--- config.mk ---
export PLATFORM = sky130hd
export DESIGN_NAME = uf_uart
export DESIGN_NICKNAME = d
export VERILOG_FILES = /design/src/rtl/uf_pkg.sv /design/src/rtl/uf_fifo.sv /design/src/rtl/uf_uart.sv
export SDC_FILE = /design/constraint.sdc
export NUM_CORES = 2
export LEC_CHECK = 0
export ABC_CLOCK_PERIOD_IN_PS = 3900
export BUFFER_PORTS_ARGS = -buffer_cell sky130_fd_sc_hd__buf_2
export CORE_MARGIN = 3
export CORE_UTILIZATION = 35
export DETAILED_ROUTE_END_ITERATION = 6
export GPL_TIMING_DRIVEN = 0
export MAX_ROUTING_LAYER = met4
export SLEW_MARGIN = 20
export SYNTH_ARGS = -nofsm -noshare
export SYNTH_HDL_FRONTEND = slang
export SYNTH_SLANG_ARGS = --single-unit
export TNS_END_PERCENT = 5
--- constraint.sdc ---
create_clock -name hclk -period 3.9 [get_ports hclk]
set_clock_uncertainty 0.15 [all_clocks]
set_input_delay 0 -clock hclk [delete_from_list [all_inputs] [get_ports hclk]]
set_output_delay 0 -clock hclk [all_outputs]
set_load 0.03 [all_outputs]
--- src/rtl/uf_pkg.sv ---
// uf_pkg: constants, register map and carrier types of the uart block
// assumes a 32-bit ahb-lite bus and a 125 MHz hclk used as baud reference
package uf_pkg;
  // ************************************************************
  // fifo geometry
  // ************************************************************
  localparam int UF_DEPTH = 64;
  localparam int UF_AW = 6;
  localparam int UF_CW = 7;
  localparam logic [6:0] UF_FULL_CNT = 7'h40;
  // ************************************************************
  // register byte offsets
  // ************************************************************
  localparam logic [7:0] UF_OFF_DATA = 8'h00;
  localparam logic [7:0] UF_OFF_FIFO = 8'h04;
  localparam logic [7:0] UF_OFF_LINE = 8'h08;
  localparam logic [7:0] UF_OFF_DIV = 8'h0C;
  localparam logic [7:0] UF_OFF_EFC = 8'h10;
  localparam logic [7:0] UF_OFF_FTC = 8'h14;
  localparam logic [7:0] UF_OFF_TLP = 8'h18;
  localparam logic [7:0] UF_OFF_STAT = 8'h1C;
  // ************************************************************
  // field positions
  // ************************************************************
  localparam int UF_FC_EN = 0;
  localparam int UF_FC_RXCLR = 1;
  localparam int UF_FC_TXCLR = 2;
  localparam int UF_FC_TXSEL = 4;
  localparam int UF_FC_RXSEL = 6;
  localparam int UF_LC_RTS = 1;
  localparam int UF_LC_LOOP = 4;
  localparam int UF_EF_ACTS = 7;
  localparam int UF_EF_ARTS = 6;
  // ************************************************************
  // reset values
  // ************************************************************
  localparam logic [7:0] UF_RST_FIFO = 8'h00;
  localparam logic [7:0] UF_RST_LINE = 8'h00;
  localparam logic [15:0] UF_RST_DIV = 16'h0001;
  localparam logic [7:0] UF_RST_EFC = 8'h00;
  localparam logic [7:0] UF_RST_FTC = 8'h00;
  localparam logic [7:0] UF_RST_TLP = 8'h00;
  // ************************************************************
  // timing and trigger choices
  // ************************************************************
  localparam logic [3:0] UF_OVS_LAST = 4'hF;
  localparam logic [3:0] UF_MID = 4'h7;
  localparam logic [2:0] UF_LAST_BIT = 3'h7;
  localparam logic [6:0] UF_TX_TRIG [4] = '{7'h08, 7'h10, 7'h20, 7'h38};
  localparam logic [6:0] UF_RX_TRIG [4] = '{7'h08, 7'h10, 7'h38, 7'h3C};
  // ************************************************************
  // types
  // ************************************************************
  typedef enum logic [1:0] {
    UF_IDLE = 2'b00,
    UF_START = 2'b01,
    UF_DATA = 2'b10,
    UF_STOP = 2'b11
  } uf_bit_state_t;
  typedef struct packed {
    logic brk;
    logic frm;
    logic ovr;
    logic [7:0] data;
  } uf_rx_entry_t;
  typedef struct packed {
    logic [7:0] fifo;
    logic [7:0] line;
    logic [15:0] div;
    logic [7:0] efc;
    logic [7:0] ftc;
    logic [7:0] tlp;
  } uf_regs_t;
endpackage

--- src/rtl/uf_fifo.sv ---
// uf_fifo: 64-entry flip-flop fifo with count and synchronous clear
// assumes the caller never relies on push when full or pop when empty
`timescale 1ns/100ps
module uf_fifo import uf_pkg::*; #(
  parameter int W = 8
) (
  input wire logic hclk,
  input wire logic hresetn,
  input wire logic clear,
  input wire logic push,
  input wire logic [W-1:0] wdata,
  input wire logic pop,
  output logic [W-1:0] rdata,
  output logic [UF_CW-1:0] count
);
  typedef struct packed {
    logic [UF_DEPTH-1:0][W-1:0] mem;
    logic [UF_AW-1:0] wp;
    logic [UF_AW-1:0] rp;
    logic [UF_CW-1:0] cnt;
  } uf_fifo_st_t;

  uf_fifo_st_t s;
  uf_fifo_st_t n;
  logic do_push;
  logic do_pop;

  always_comb begin
    n = s;
    do_push = push && (s.cnt != UF_FULL_CNT);
    do_pop = pop && (s.cnt != '0);
    if (do_push) begin
      n.mem[s.wp] = wdata;
      n.wp = s.wp + 1'b1;
    end
    if (do_pop) begin
      n.rp = s.rp + 1'b1;
    end
    n.cnt = s.cnt + UF_CW'(do_push) - UF_CW'(do_pop);
    if (clear) begin
      n.wp = '0;
      n.rp = '0;
      n.cnt = '0;
    end
  end

  always_ff @(posedge hclk or negedge hresetn) begin
    if (!hresetn) begin
      s <= '0;
    end else begin
      s <= n;
    end
  end

  assign rdata = s.mem[s.rp];
  assign count = s.cnt;
endmodule // uf_fifo

--- src/rtl/uf_uart.sv ---
// uf_uart: uart channel with fifos, dma ready pins and hardware flow control
// assumes one ahb-lite master, hclk as baud reference, 8N1 characters
`timescale 1ns/100ps
module uf_uart import uf_pkg::*; (
  input wire logic hclk,
  input wire logic hresetn,
  input wire logic hsel,
  input wire logic [31:0] haddr,
  input wire logic [1:0] htrans,
  input wire logic hwrite,
  input wire logic [2:0] hsize,
  input wire logic [31:0] hwdata,
  input wire logic hready,
  output logic [31:0] hrdata,
  output logic hreadyout,
  output logic hresp,
  input wire logic rxd,
  input wire logic cts_n,
  output logic txd,
  output logic rts_n,
  output logic tx_space_ready_n,
  output logic rx_data_ready_n
);
  // ************************************************************
  // state
  // ************************************************************
  typedef struct packed {
    uf_regs_t regs;
    logic [7:0] a_addr;
    logic a_wr;
    logic [31:0] hrdata;
    logic hreadyout;
    logic [15:0] bcnt;
    logic tick;
    uf_bit_state_t txs;
    logic [3:0] txo;
    logic [2:0] txb;
    logic [7:0] txsh;
    logic txline;
    logic txd;
    uf_bit_state_t rxs;
    logic [3:0] rxo;
    logic [2:0] rxb;
    logic [7:0] rxsh;
    logic rx_ovr;
    logic [1:0] cts_s;
    logic [1:0] rxd_s;
    logic rts_n;
    logic tx_rdy_n;
    logic rx_rdy_n;
  } uf_main_st_t;

  uf_main_st_t s;
  uf_main_st_t n;
  logic tx_push;
  logic tx_pop;
  logic tx_clr;
  logic [7:0] tx_head;
  logic [6:0] tx_cnt;
  logic rx_push;
  logic rx_pop;
  logic rx_clr;
  uf_rx_entry_t rx_entry;
  uf_rx_entry_t rx_head;
  logic [6:0] rx_cnt;
  logic [31:0] rd_val;
  logic fifo_en;
  logic rx_in;
  logic cts_ok;
  logic tx_full;
  logic rx_full;
  logic [15:0] div;
  logic [6:0] tx_trig;
  logic [6:0] rx_trig;
  logic [6:0] tx_free;
  logic [6:0] halt_lvl;
  logic [6:0] resume_lvl;

  // ************************************************************
  // fifos
  // ************************************************************
  uf_fifo #(.W(8)) u_tx_fifo (
    .hclk(hclk),
    .hresetn(hresetn),
    .clear(tx_clr),
    .push(tx_push),
    .wdata(hwdata[7:0]),
    .pop(tx_pop),
    .rdata(tx_head),
    .count(tx_cnt)
  );

  uf_fifo #(.W(11)) u_rx_fifo (
    .hclk(hclk),
    .hresetn(hresetn),
    .clear(rx_clr),
    .push(rx_push),
    .wdata(rx_entry),
    .pop(rx_pop),
    .rdata(rx_head),
    .count(rx_cnt)
  );

  // ************************************************************
  // next state
  // ************************************************************
  always_comb begin
    n = s;
    tx_push = 1'b0;
    tx_pop = 1'b0;
    tx_clr = 1'b0;
    rx_push = 1'b0;
    rx_pop = 1'b0;
    rx_clr = 1'b0;
    rx_entry = '0;
    rd_val = '0;
    fifo_en = s.regs.fifo[UF_FC_EN];
    // synchronisers
    n.cts_s = {s.cts_s[0], cts_n};
    n.rxd_s = {s.rxd_s[0], rxd};
    rx_in = s.regs.line[UF_LC_LOOP] ? s.txline : s.rxd_s[1];
    cts_ok = !s.regs.efc[UF_EF_ACTS] || !s.cts_s[1];
    tx_full = fifo_en ? (tx_cnt == UF_FULL_CNT) : (tx_cnt != '0);
    rx_full = fifo_en ? (rx_cnt == UF_FULL_CNT) : (rx_cnt != '0);
    tx_free = UF_FULL_CNT - tx_cnt;
    // trigger levels, programmed value wins when nonzero and the fifo is on, both are 1 with the fifo off
    tx_trig = (s.regs.tlp[3:0] != 4'h0) ? {1'b0, s.regs.tlp[3:0], 2'b00}
      : UF_TX_TRIG[s.regs.fifo[UF_FC_TXSEL +: 2]];
    rx_trig = (s.regs.tlp[7:4] != 4'h0) ? {1'b0, s.regs.tlp[7:4], 2'b00}
      : UF_RX_TRIG[s.regs.fifo[UF_FC_RXSEL +: 2]];
    if (!fifo_en) begin
      tx_trig = 7'h01;
      rx_trig = 7'h01;
    end
    halt_lvl = {1'b0, s.regs.ftc[3:0], 2'b00};
    resume_lvl = {1'b0, s.regs.ftc[7:4], 2'b00};

    // baud tick at sixteen times the bit rate
    div = (s.regs.div == 16'h0000) ? 16'h0001 : s.regs.div;
    n.tick = 1'b0;
    if (s.bcnt >= div - 16'h0001) begin
      n.bcnt = '0;
      n.tick = 1'b1;
    end else begin
      n.bcnt = s.bcnt + 16'h0001;
    end

    // ************************************************************
    // register write, data phase
    // ************************************************************
    if (s.a_wr) begin
      unique case (s.a_addr)
        UF_OFF_DATA: begin
          tx_push = !tx_full;
        end
        UF_OFF_FIFO: begin
          n.regs.fifo = hwdata[7:0];
          n.regs.fifo[UF_FC_RXCLR] = 1'b0;
          n.regs.fifo[UF_FC_TXCLR] = 1'b0;
          rx_clr = hwdata[UF_FC_RXCLR] || (hwdata[UF_FC_EN] != fifo_en);
          tx_clr = hwdata[UF_FC_TXCLR] || (hwdata[UF_FC_EN] != fifo_en);
        end
        UF_OFF_LINE: n.regs.line = hwdata[7:0];
        UF_OFF_DIV: n.regs.div = hwdata[15:0];
        UF_OFF_EFC: n.regs.efc = hwdata[7:0];
        UF_OFF_FTC: n.regs.ftc = hwdata[7:0];
        UF_OFF_TLP: n.regs.tlp = hwdata[7:0];
        default: begin
        end
      endcase
    end

    // ************************************************************
    // register read, address phase
    // ************************************************************
    unique case (haddr[7:0])
      UF_OFF_DATA: rd_val = (rx_cnt != '0) ? {21'h000000, rx_head} : 32'h00000000;
      UF_OFF_FIFO: rd_val = {24'h000000, s.regs.fifo};
      UF_OFF_LINE: rd_val = {24'h000000, s.regs.line};
      UF_OFF_DIV: rd_val = {16'h0000, s.regs.div};
      UF_OFF_EFC: rd_val = {24'h000000, s.regs.efc};
      UF_OFF_FTC: rd_val = {24'h000000, s.regs.ftc};
      UF_OFF_TLP: rd_val = {24'h000000, s.regs.tlp};
      UF_OFF_STAT: begin
        rd_val = {7'h00, s.rx_ovr, tx_free >= tx_trig, rx_cnt >= rx_trig,
          s.rxs != UF_IDLE, s.txs != UF_IDLE, !s.cts_s[1], s.rts_n,
          s.tx_rdy_n, s.rx_rdy_n, 1'b0, tx_cnt, 1'b0, rx_cnt};
      end
      default: rd_val = 32'h00000000;
    endcase
    n.a_wr = 1'b0;
    if (hsel && hready && htrans[1]) begin
      n.a_addr = haddr[7:0];
      n.a_wr = hwrite;
      if (!hwrite) begin
        n.hrdata = rd_val;
        rx_pop = (haddr[7:0] == UF_OFF_DATA) && (rx_cnt != '0);
      end
    end
    n.hreadyout = 1'b1;

    // ************************************************************
    // transmitter
    // ************************************************************
    if (s.tick) begin
      unique case (s.txs)
        UF_IDLE: begin
          if (tx_cnt != '0 && cts_ok) begin
            tx_pop = 1'b1;
            n.txsh = tx_head;
            n.txline = 1'b0;
            n.txo = '0;
            n.txs = UF_START;
          end
        end
        UF_START: begin
          n.txo = s.txo + 4'h1;
          if (s.txo == UF_OVS_LAST) begin
            n.txline = s.txsh[0];
            n.txb = '0;
            n.txs = UF_DATA;
          end
        end
        UF_DATA: begin
          n.txo = s.txo + 4'h1;
          if (s.txo == UF_OVS_LAST) begin
            n.txsh = {1'b0, s.txsh[7:1]};
            n.txb = s.txb + 3'h1;
            n.txline = s.txsh[1];
            if (s.txb == UF_LAST_BIT) begin
              n.txline = 1'b1;
              n.txs = UF_STOP;
            end
          end
        end
        UF_STOP: begin
          n.txo = s.txo + 4'h1;
          if (s.txo == UF_OVS_LAST) begin
            n.txs = UF_IDLE;
          end
        end
      endcase
    end
    n.txd = n.regs.line[UF_LC_LOOP] ? 1'b1 : n.txline;

    // ************************************************************
    // receiver
    // ************************************************************
    if (s.tick) begin
      unique case (s.rxs)
        UF_IDLE: begin
          if (!rx_in) begin
            n.rxo = '0;
            n.rxs = UF_START;
          end
        end
        UF_START: begin
          n.rxo = s.rxo + 4'h1;
          if (s.rxo == UF_MID) begin
            n.rxo = '0;
            n.rxb = '0;
            n.rxs = rx_in ? UF_IDLE : UF_DATA;
          end
        end
        UF_DATA: begin
          n.rxo = s.rxo + 4'h1;
          if (s.rxo == UF_OVS_LAST) begin
            n.rxsh = {rx_in, s.rxsh[7:1]};
            n.rxb = s.rxb + 3'h1;
            if (s.rxb == UF_LAST_BIT) begin
              n.rxs = UF_STOP;
            end
          end
        end
        UF_STOP: begin
          n.rxo = s.rxo + 4'h1;
          if (s.rxo == UF_OVS_LAST) begin
            n.rxs = UF_IDLE;
            rx_entry.data = s.rxsh;
            rx_entry.frm = !rx_in;
            rx_entry.brk = !rx_in && (s.rxsh == 8'h00);
            rx_entry.ovr = s.rx_ovr;
            if (rx_full) begin
              n.rx_ovr = 1'b1;
            end else begin
              rx_push = 1'b1;
              n.rx_ovr = 1'b0;
            end
          end
        end
      endcase
    end

    // ************************************************************
    // ready pins and request to send
    // ************************************************************
    if (!fifo_en) begin
      n.tx_rdy_n = (tx_cnt != '0);
    end else if (tx_cnt == '0 || tx_free >= tx_trig) begin
      n.tx_rdy_n = 1'b0;
    end else if (tx_cnt == UF_FULL_CNT) begin
      n.tx_rdy_n = 1'b1;
    end
    if (rx_cnt >= rx_trig || rx_cnt != '0) begin
      n.rx_rdy_n = 1'b0;
    end else begin
      n.rx_rdy_n = 1'b1;
    end
    if (s.regs.efc[UF_EF_ARTS]) begin
      if (rx_cnt >= halt_lvl) begin
        n.rts_n = 1'b1;
      end else if (rx_cnt <= resume_lvl) begin
        n.rts_n = 1'b0;
      end
    end else begin
      n.rts_n = !s.regs.line[UF_LC_RTS];
    end
  end

  // ************************************************************
  // registers
  // ************************************************************
  always_ff @(posedge hclk or negedge hresetn) begin
    if (!hresetn) begin
      s <= '0;
      s.regs.fifo <= UF_RST_FIFO;
      s.regs.line <= UF_RST_LINE;
      s.regs.div <= UF_RST_DIV;
      s.regs.efc <= UF_RST_EFC;
      s.regs.ftc <= UF_RST_FTC;
      s.regs.tlp <= UF_RST_TLP;
      s.hreadyout <= 1'b1;
      s.txline <= 1'b1;
      s.txd <= 1'b1;
      s.cts_s <= 2'h3;
      s.rxd_s <= 2'h3;
      s.rts_n <= 1'b1;
      s.tx_rdy_n <= 1'b1;
      s.rx_rdy_n <= 1'b1;
    end else begin
      s <= n;
    end
  end

  assign hrdata = s.hrdata;
  assign hreadyout = s.hreadyout;
  assign hresp = 1'b0;
  assign txd = s.txd;
  assign rts_n = s.rts_n;
  assign tx_space_ready_n = s.tx_rdy_n;
  assign rx_data_ready_n = s.rx_rdy_n;
endmodule // uf_uart

; Yosys cells after proc, flatten, opt, wreduce, memory -nomap -nowiden
; Index checks and enable logic that the tools add are counted.
[totals]
wordCells = 384
input_bits = 76
register_bits = 1410
output_inout_bits = 38
[op_classes]
n_eq_ne = 41
muxes = 93
addsub = 15
n_lt_le_gt_ge = 13
reduce_logical = 57
bitwise_logic = 3
[ops]
columns = op, n
row1 = 704-bit bitwise mux, 1
row2 = 512-bit bitwise mux, 1
row3 = 25-bit one-hot mux with 8 select lines, 1
row4 = 11-bit two-way mux, 7
row5 = 11-bit binary-select mux with 6-bit select, 1
row6 = 11-bit demux with 6-bit select, 1
row7 = "8-bit by 5-bit equality test with 1-bit output, second input constant", 7
row8 = 7-bit two-way mux, 8
row9 = 8-bit binary-select mux with 6-bit select, 1
row10 = 8-bit demux with 6-bit select, 1
row11 = 16-bit two-way mux, 3
row12 = 6-bit one-hot mux with 4 select lines, 2
row13 = 45-bit two-way mux, 1
row14 = 8-bit two-way mux, 5
row15 = 19-bit two-way mux, 2
row16 = 6-bit two-way mux, 6
row17 = 33-bit two-way mux, 1
row18 = "8-bit by 4-bit equality test with 1-bit output, second input constant", 4
row19 = 32-bit two-way mux, 1
row20 = 1-bit two-way mux, 31
row21 = 7-bit binary-select mux with 2-bit select, 2
row22 = "6-bit by 7-bit less-than comparator with 1-bit output, second input constant", 4
row23 = "6-bit by 1-bit adder with 6-bit output, second input constant", 4
row24 = 8-bit logical NOT, 3
row25 = 47 further kinds, 124

; Depth between registers and ports, before layout
[logic_depth]
word_depth = 10
depth_mapped = 17
depth_no_buf = 16

; By module
; From an unflattened synthesis, not the netlist that was laid out.
[unflattened]
hier_cells = 4791
hier_area_um2 = 67200.7
[modules_own_cells]
columns = module, seq_area_each_um2, cells_per_inst, instances, area_per_inst_um2
row1 = uf_fifo (u_rx_fifo), 18092.4, 2275, 1, 33871.2
row2 = uf_fifo (u_tx_fifo), 13287.7, 1709, 1, 24897.6
row3 = uf_uart, 3741.1, 807, 1, 8431.8

; Worst setup path after synthesis
; Ideal clock, no wire load.
[synth_path]
path_type = register -> register
startpoint = register u_rx_fifo.s (netlist bit u_rx_fifo.count[2])
endpoint = register u_rx_fifo.s (netlist bit u_rx_fifo.count[6])
synth_period_minus_slack_ns = 3.560
required_ns = 3.672
setup_ns = 0.078
n_path_buf = 1
stages_incl_launch_ff = 18
slack_ns = 0.340
arrival_time_ns = 3.331
path_cell_list = dfrtp_1 > inv_1 > ha_1 > nand4bb_1 > o2111ai_1 > or2_2 > clkbuf_1 > inv_2 > ha_1 > inv_1 > ha_1 > fa_1 > a21oi_1 > o21bai_1 > a21oi_1 > nor2_1 > or3_1 > a21oi_1
[synth_lines]
columns = item, line_no
row1 = "start, declared", uf_fifo.sv:23  ; uf_fifo_st_t s;
row2 = "start signal, assigned", uf_fifo.sv:51  ; s <= n;

; Final worst setup path
[layout_path]
startpoint = register u_tx_fifo.s[9] in the netlist's numbering
endpoint = register s[28] in the netlist's numbering
[layout_via]
elab_chain_cells = 4
[layout_lines]
columns = item, line_no
row1 = "start, declared", uf_fifo.sv:23
row2 = "start signal, assigned", uf_fifo.sv:51
row3 = 8-bit binary-select mux with 6-bit select, uf_fifo.sv:55  ; assign rdata = s.mem[s.rp];
row4 = 8-bit two-way mux (not written as such), uf_fifo.sv:55
row5 = 9-bit two-way mux, uf_uart.sv:208  ; if (tx_cnt != '0 && cts_ok) begin
row6 = 8-bit one-hot mux with 2 select lines, uf_uart.sv:206  ; unique case (s.txs)
row7 = "end signal, assigned", uf_uart.sv:341  ; s <= n;
row8 = "end, declared", uf_uart.sv:53  ; uf_main_st_t s;
; Every way passes these cells. The select of a mux whose other input is x is not followed.
; A chain may end at the register's enable or synchronous reset.

==> metrics.cfg <==
[run_status]
status=finished with violations
violations=setup timing

[synth]
ys_warn_count=0
synth.top_cell.area_share_pct=53.4
async_flop_share_pct=100
synthTopCellsByArea=dfrtp_1 (53%), mux2_2 (12%), mux4_2 (11%)
synth_edf_count=0
synth_top_area_cell=dfrtp_1
syn_inst=5193
synth_area_sq_um=65300
ys_ff_latch=1403
ys.flop_type=dfrtp_1
post-synth-top-count-cell=dfrtp_1
yosysSeqAreaShare_pct=53.8
synth_area_per_cell_sq_um=12.6
synth_common_cells=dfrtp_1 (1393), nand2_1 (710), mux2_2 (699)
ys_types=81

[sta]
post-route-period-util_pct=103
hold_viol_final=0
slew_violations=0
rsz0062_at_grt=true
fin_crit_ns=4.03
max_slew_margin_pct=18.4
fmax_ghz=0.248
setup_violations=7
fin_ws_ns=-0.127
tightest_slew_ns=1.22

[routing]
wire_per_inst_um=27.2
ant_nets=0
drt_first_iter_violations=5320
drc=0
wl_um=219000
vias_per_cell=5.72
vias=46100
dr.pass1.iters=6

[cells_and_area]
final_util_pct=40.7
finalNonFillerCells=8068
syn2layout_area_growth_pct=14.7
drive_above_1_share_pct=28.2
num-nets-final=5624

[cts]
clock-sinks=1403
clk_pin_slew_worst_paths_ns=0.06
cts_root_buffer=clkbuf_16
cts_tree=built
cts_made_buffers=146
cts_max_path_buffers=3
clock_latency_ns=0.80
htree_levels=4

[global_route]
grt_pass1_vias=46200
grt_use_met3_pct=4.75
grt_pass1_wl_um=321000
grt.total_usage_pct=23.3
antenna_found_initial=20
top_usage_layer=met2
grtUsageMet2_pct=35.0
gr-total-overflow=0
met1_usage_pct=30.3
grt_max_degree=144

[power_and_ir_drop]
peakVddDrop_mv=0.373
p_leak_nw=32.9
power.density_nw_per_um2=432

[worst_setup_path]
critPathLaunch=u_tx_fifo.s[9]$_DFFE_PN0P_
worstSetupPathType=flip-flop to flip-flop
required_ns=4.46
arrival_ns=4.59
critPathLaunchType=flip-flop
rrSetupSlack_ns=-0.13
crit_path_max_fanout=10
endpoint_kind=flip-flop
r2r_cells=9
rr_endpoint=s[28]$_DFFE_PN0P_
r2r_start=u_tx_fifo.s[9]$_DFFE_PN0P_

[placement]
dp_hpwl_um=151000
placedCellCount=7734
io_buffers=55
gp_congestion=0.974

[die]
start_util_pct=35.4
num_io_pins=114
core_sq_um=184000
num_rows=157
fp.dieW_um=438
fp.dieH_um=438
die_area_sq_um=192000

[hold_path]
holdPathStages=5
hold_end=hrdata[5]$_DFFE_PN0P_
min_from=hwrite
holdCritPathClass=primary input to flip-flop

[job]
maxCapViolCount=0

-- metrics by stage --
stage | power, mW | instance area (sq um) | setup TNS (ns) | setup WS [ns] | hold slack, ns
CTS | 32.5 | 74700 | -0.452 | -0.229 | 0.0242
floorplan | 16.8 | 65300 | 0 | 0.340 | -0.446
global route | 33.4 | 74900 | -1.25 | -0.164 | 0.0878
finish | 32.4 | 74900 | -0.600 | -0.127 | 0.0921
detailed placement | 17.9 | 69100 | -10.69 | -0.970 | -0.140
global placement | 17.8 | 68700 | - | -28.13 | -0.0402
-- worst max path at each step --
| stage | depth (start not counted) | endpoint |
|---|---|---|
| floorplan | 17 | u_rx_fifo.count[6]$_DFF_PN0_ |
| global placement | 1 | u_tx_fifo.s[504]$_DFFE_PN0P_ |
| detailed placement | 17 | u_rx_fifo.count[6]$_DFF_PN0_ |
| CTS | 16 | u_rx_fifo.count[6]$_DFF_PN0_ |
| global route | 16 | s[54]$_DFF_PN0_ |
| finish | 9 | s[28]$_DFFE_PN0P_ |
-- cells in the final DEF, fill, tap and decap left out, types with 33 or more instances in the layout --
master | netlist | routed
clkbuf_1 | 324 | 334
nor2b_1 | 45 | 45
buf_4 | 43 | 51
clkbuf_8 | 0 | 37
ha_1 | 71 | 68
mux2_2 | 699 | 699
mux4_2 | 323 | 323
dlygate4sd3_1 | 0 | 56
nand2_1 | 710 | 710
inv_1 | 47 | 44
mux2i_1 | 37 | 33
o21ai_0 | 641 | 641
buf_2 | 54 | 106
a21oi_1 | 40 | 40
a22oi_1 | 69 | 69
clkbuf_16 | 0 | 150
nor2_1 | 106 | 105
nand3_1 | 79 | 79
dfrtp_1 | 1393 | 1388
-- cells by family (layout without fill, tap and decap cells) --
family | after synthesis | in the layout | synth area share, %
adders and majority gates | 73 | 73 | 1.42
DFF | 1403 | 1403 | 53.8
AOI/OAI and AO/OA | 904 | 904 | 7.88
other | 2 | 20 | 0.0115
xor gates and xnor gates | 62 | 62 | 0.832
and+or+nand+nor | 1171 | 1171 | 8.63
muxes | 1082 | 1082 | 24.2
buffers and inverters | 496 | 889 | 3.26
-- cell type report --
class | count | area (sq um)
diodes | 11 | 27.5
plain buffers | 445 | 2030
clock buffers | 217 | 4380
clock inverters | 49 | 598
fillers | 17400 | 109000
inverters | 49 | 184
multi-input cells | 3301 | 28300
flip-flops and latches | 1403 | 35100
well taps | 2464 | 3080
repair buffers | 129 | 1230
-- worst max-delay path, stage by stage (launching register included) --
cell and delay, ns:
dfrtp_1 0.32, clkbuf_1 0.40, and2_1 0.20, clkbuf_1 0.47, clkbuf_1 0.79, a22oi_1 0.34, nand3_1 0.23, nand2_1 0.11
nor4_1 0.66, o32a_1 0.26
-- power by group --
| part | internal, mW | switching, mW |
|---|---|---|
| clock | 8.46 | 6.12 |
| sequential | 14.8 | 0.284 |
| combinational | 1.03 | 1.65 |
-- sequential cells by signal (all words and copies together) (netlist names), 4 cells and up, named ones only --
signal	flops
u_rx_fifo.s	716
halt_lvl	4
resume_lvl	4
hrdata	25
u_rx_fifo.count	7
u_tx_fifo.count	7
u_tx_fifo.s	524
s	108
-- per-layer routing --
layer	share of wire (%)	up-vias
met5	0	-
met4	5.2	0
met3	7.7	502
met2	46	1968
met1	41	24400
li1	-	19300
-- what timing repair did --
action / in CTS / in global routing
setup endpoints to repair: 34 / 24
hold buffers: 57 / 0
setup buffers: 0 / 2
resized for setup: 33 / 42
pin swaps: 0 / 5
hold endpoints to repair: 872 / 0
(Power assumes the default switching activity.)
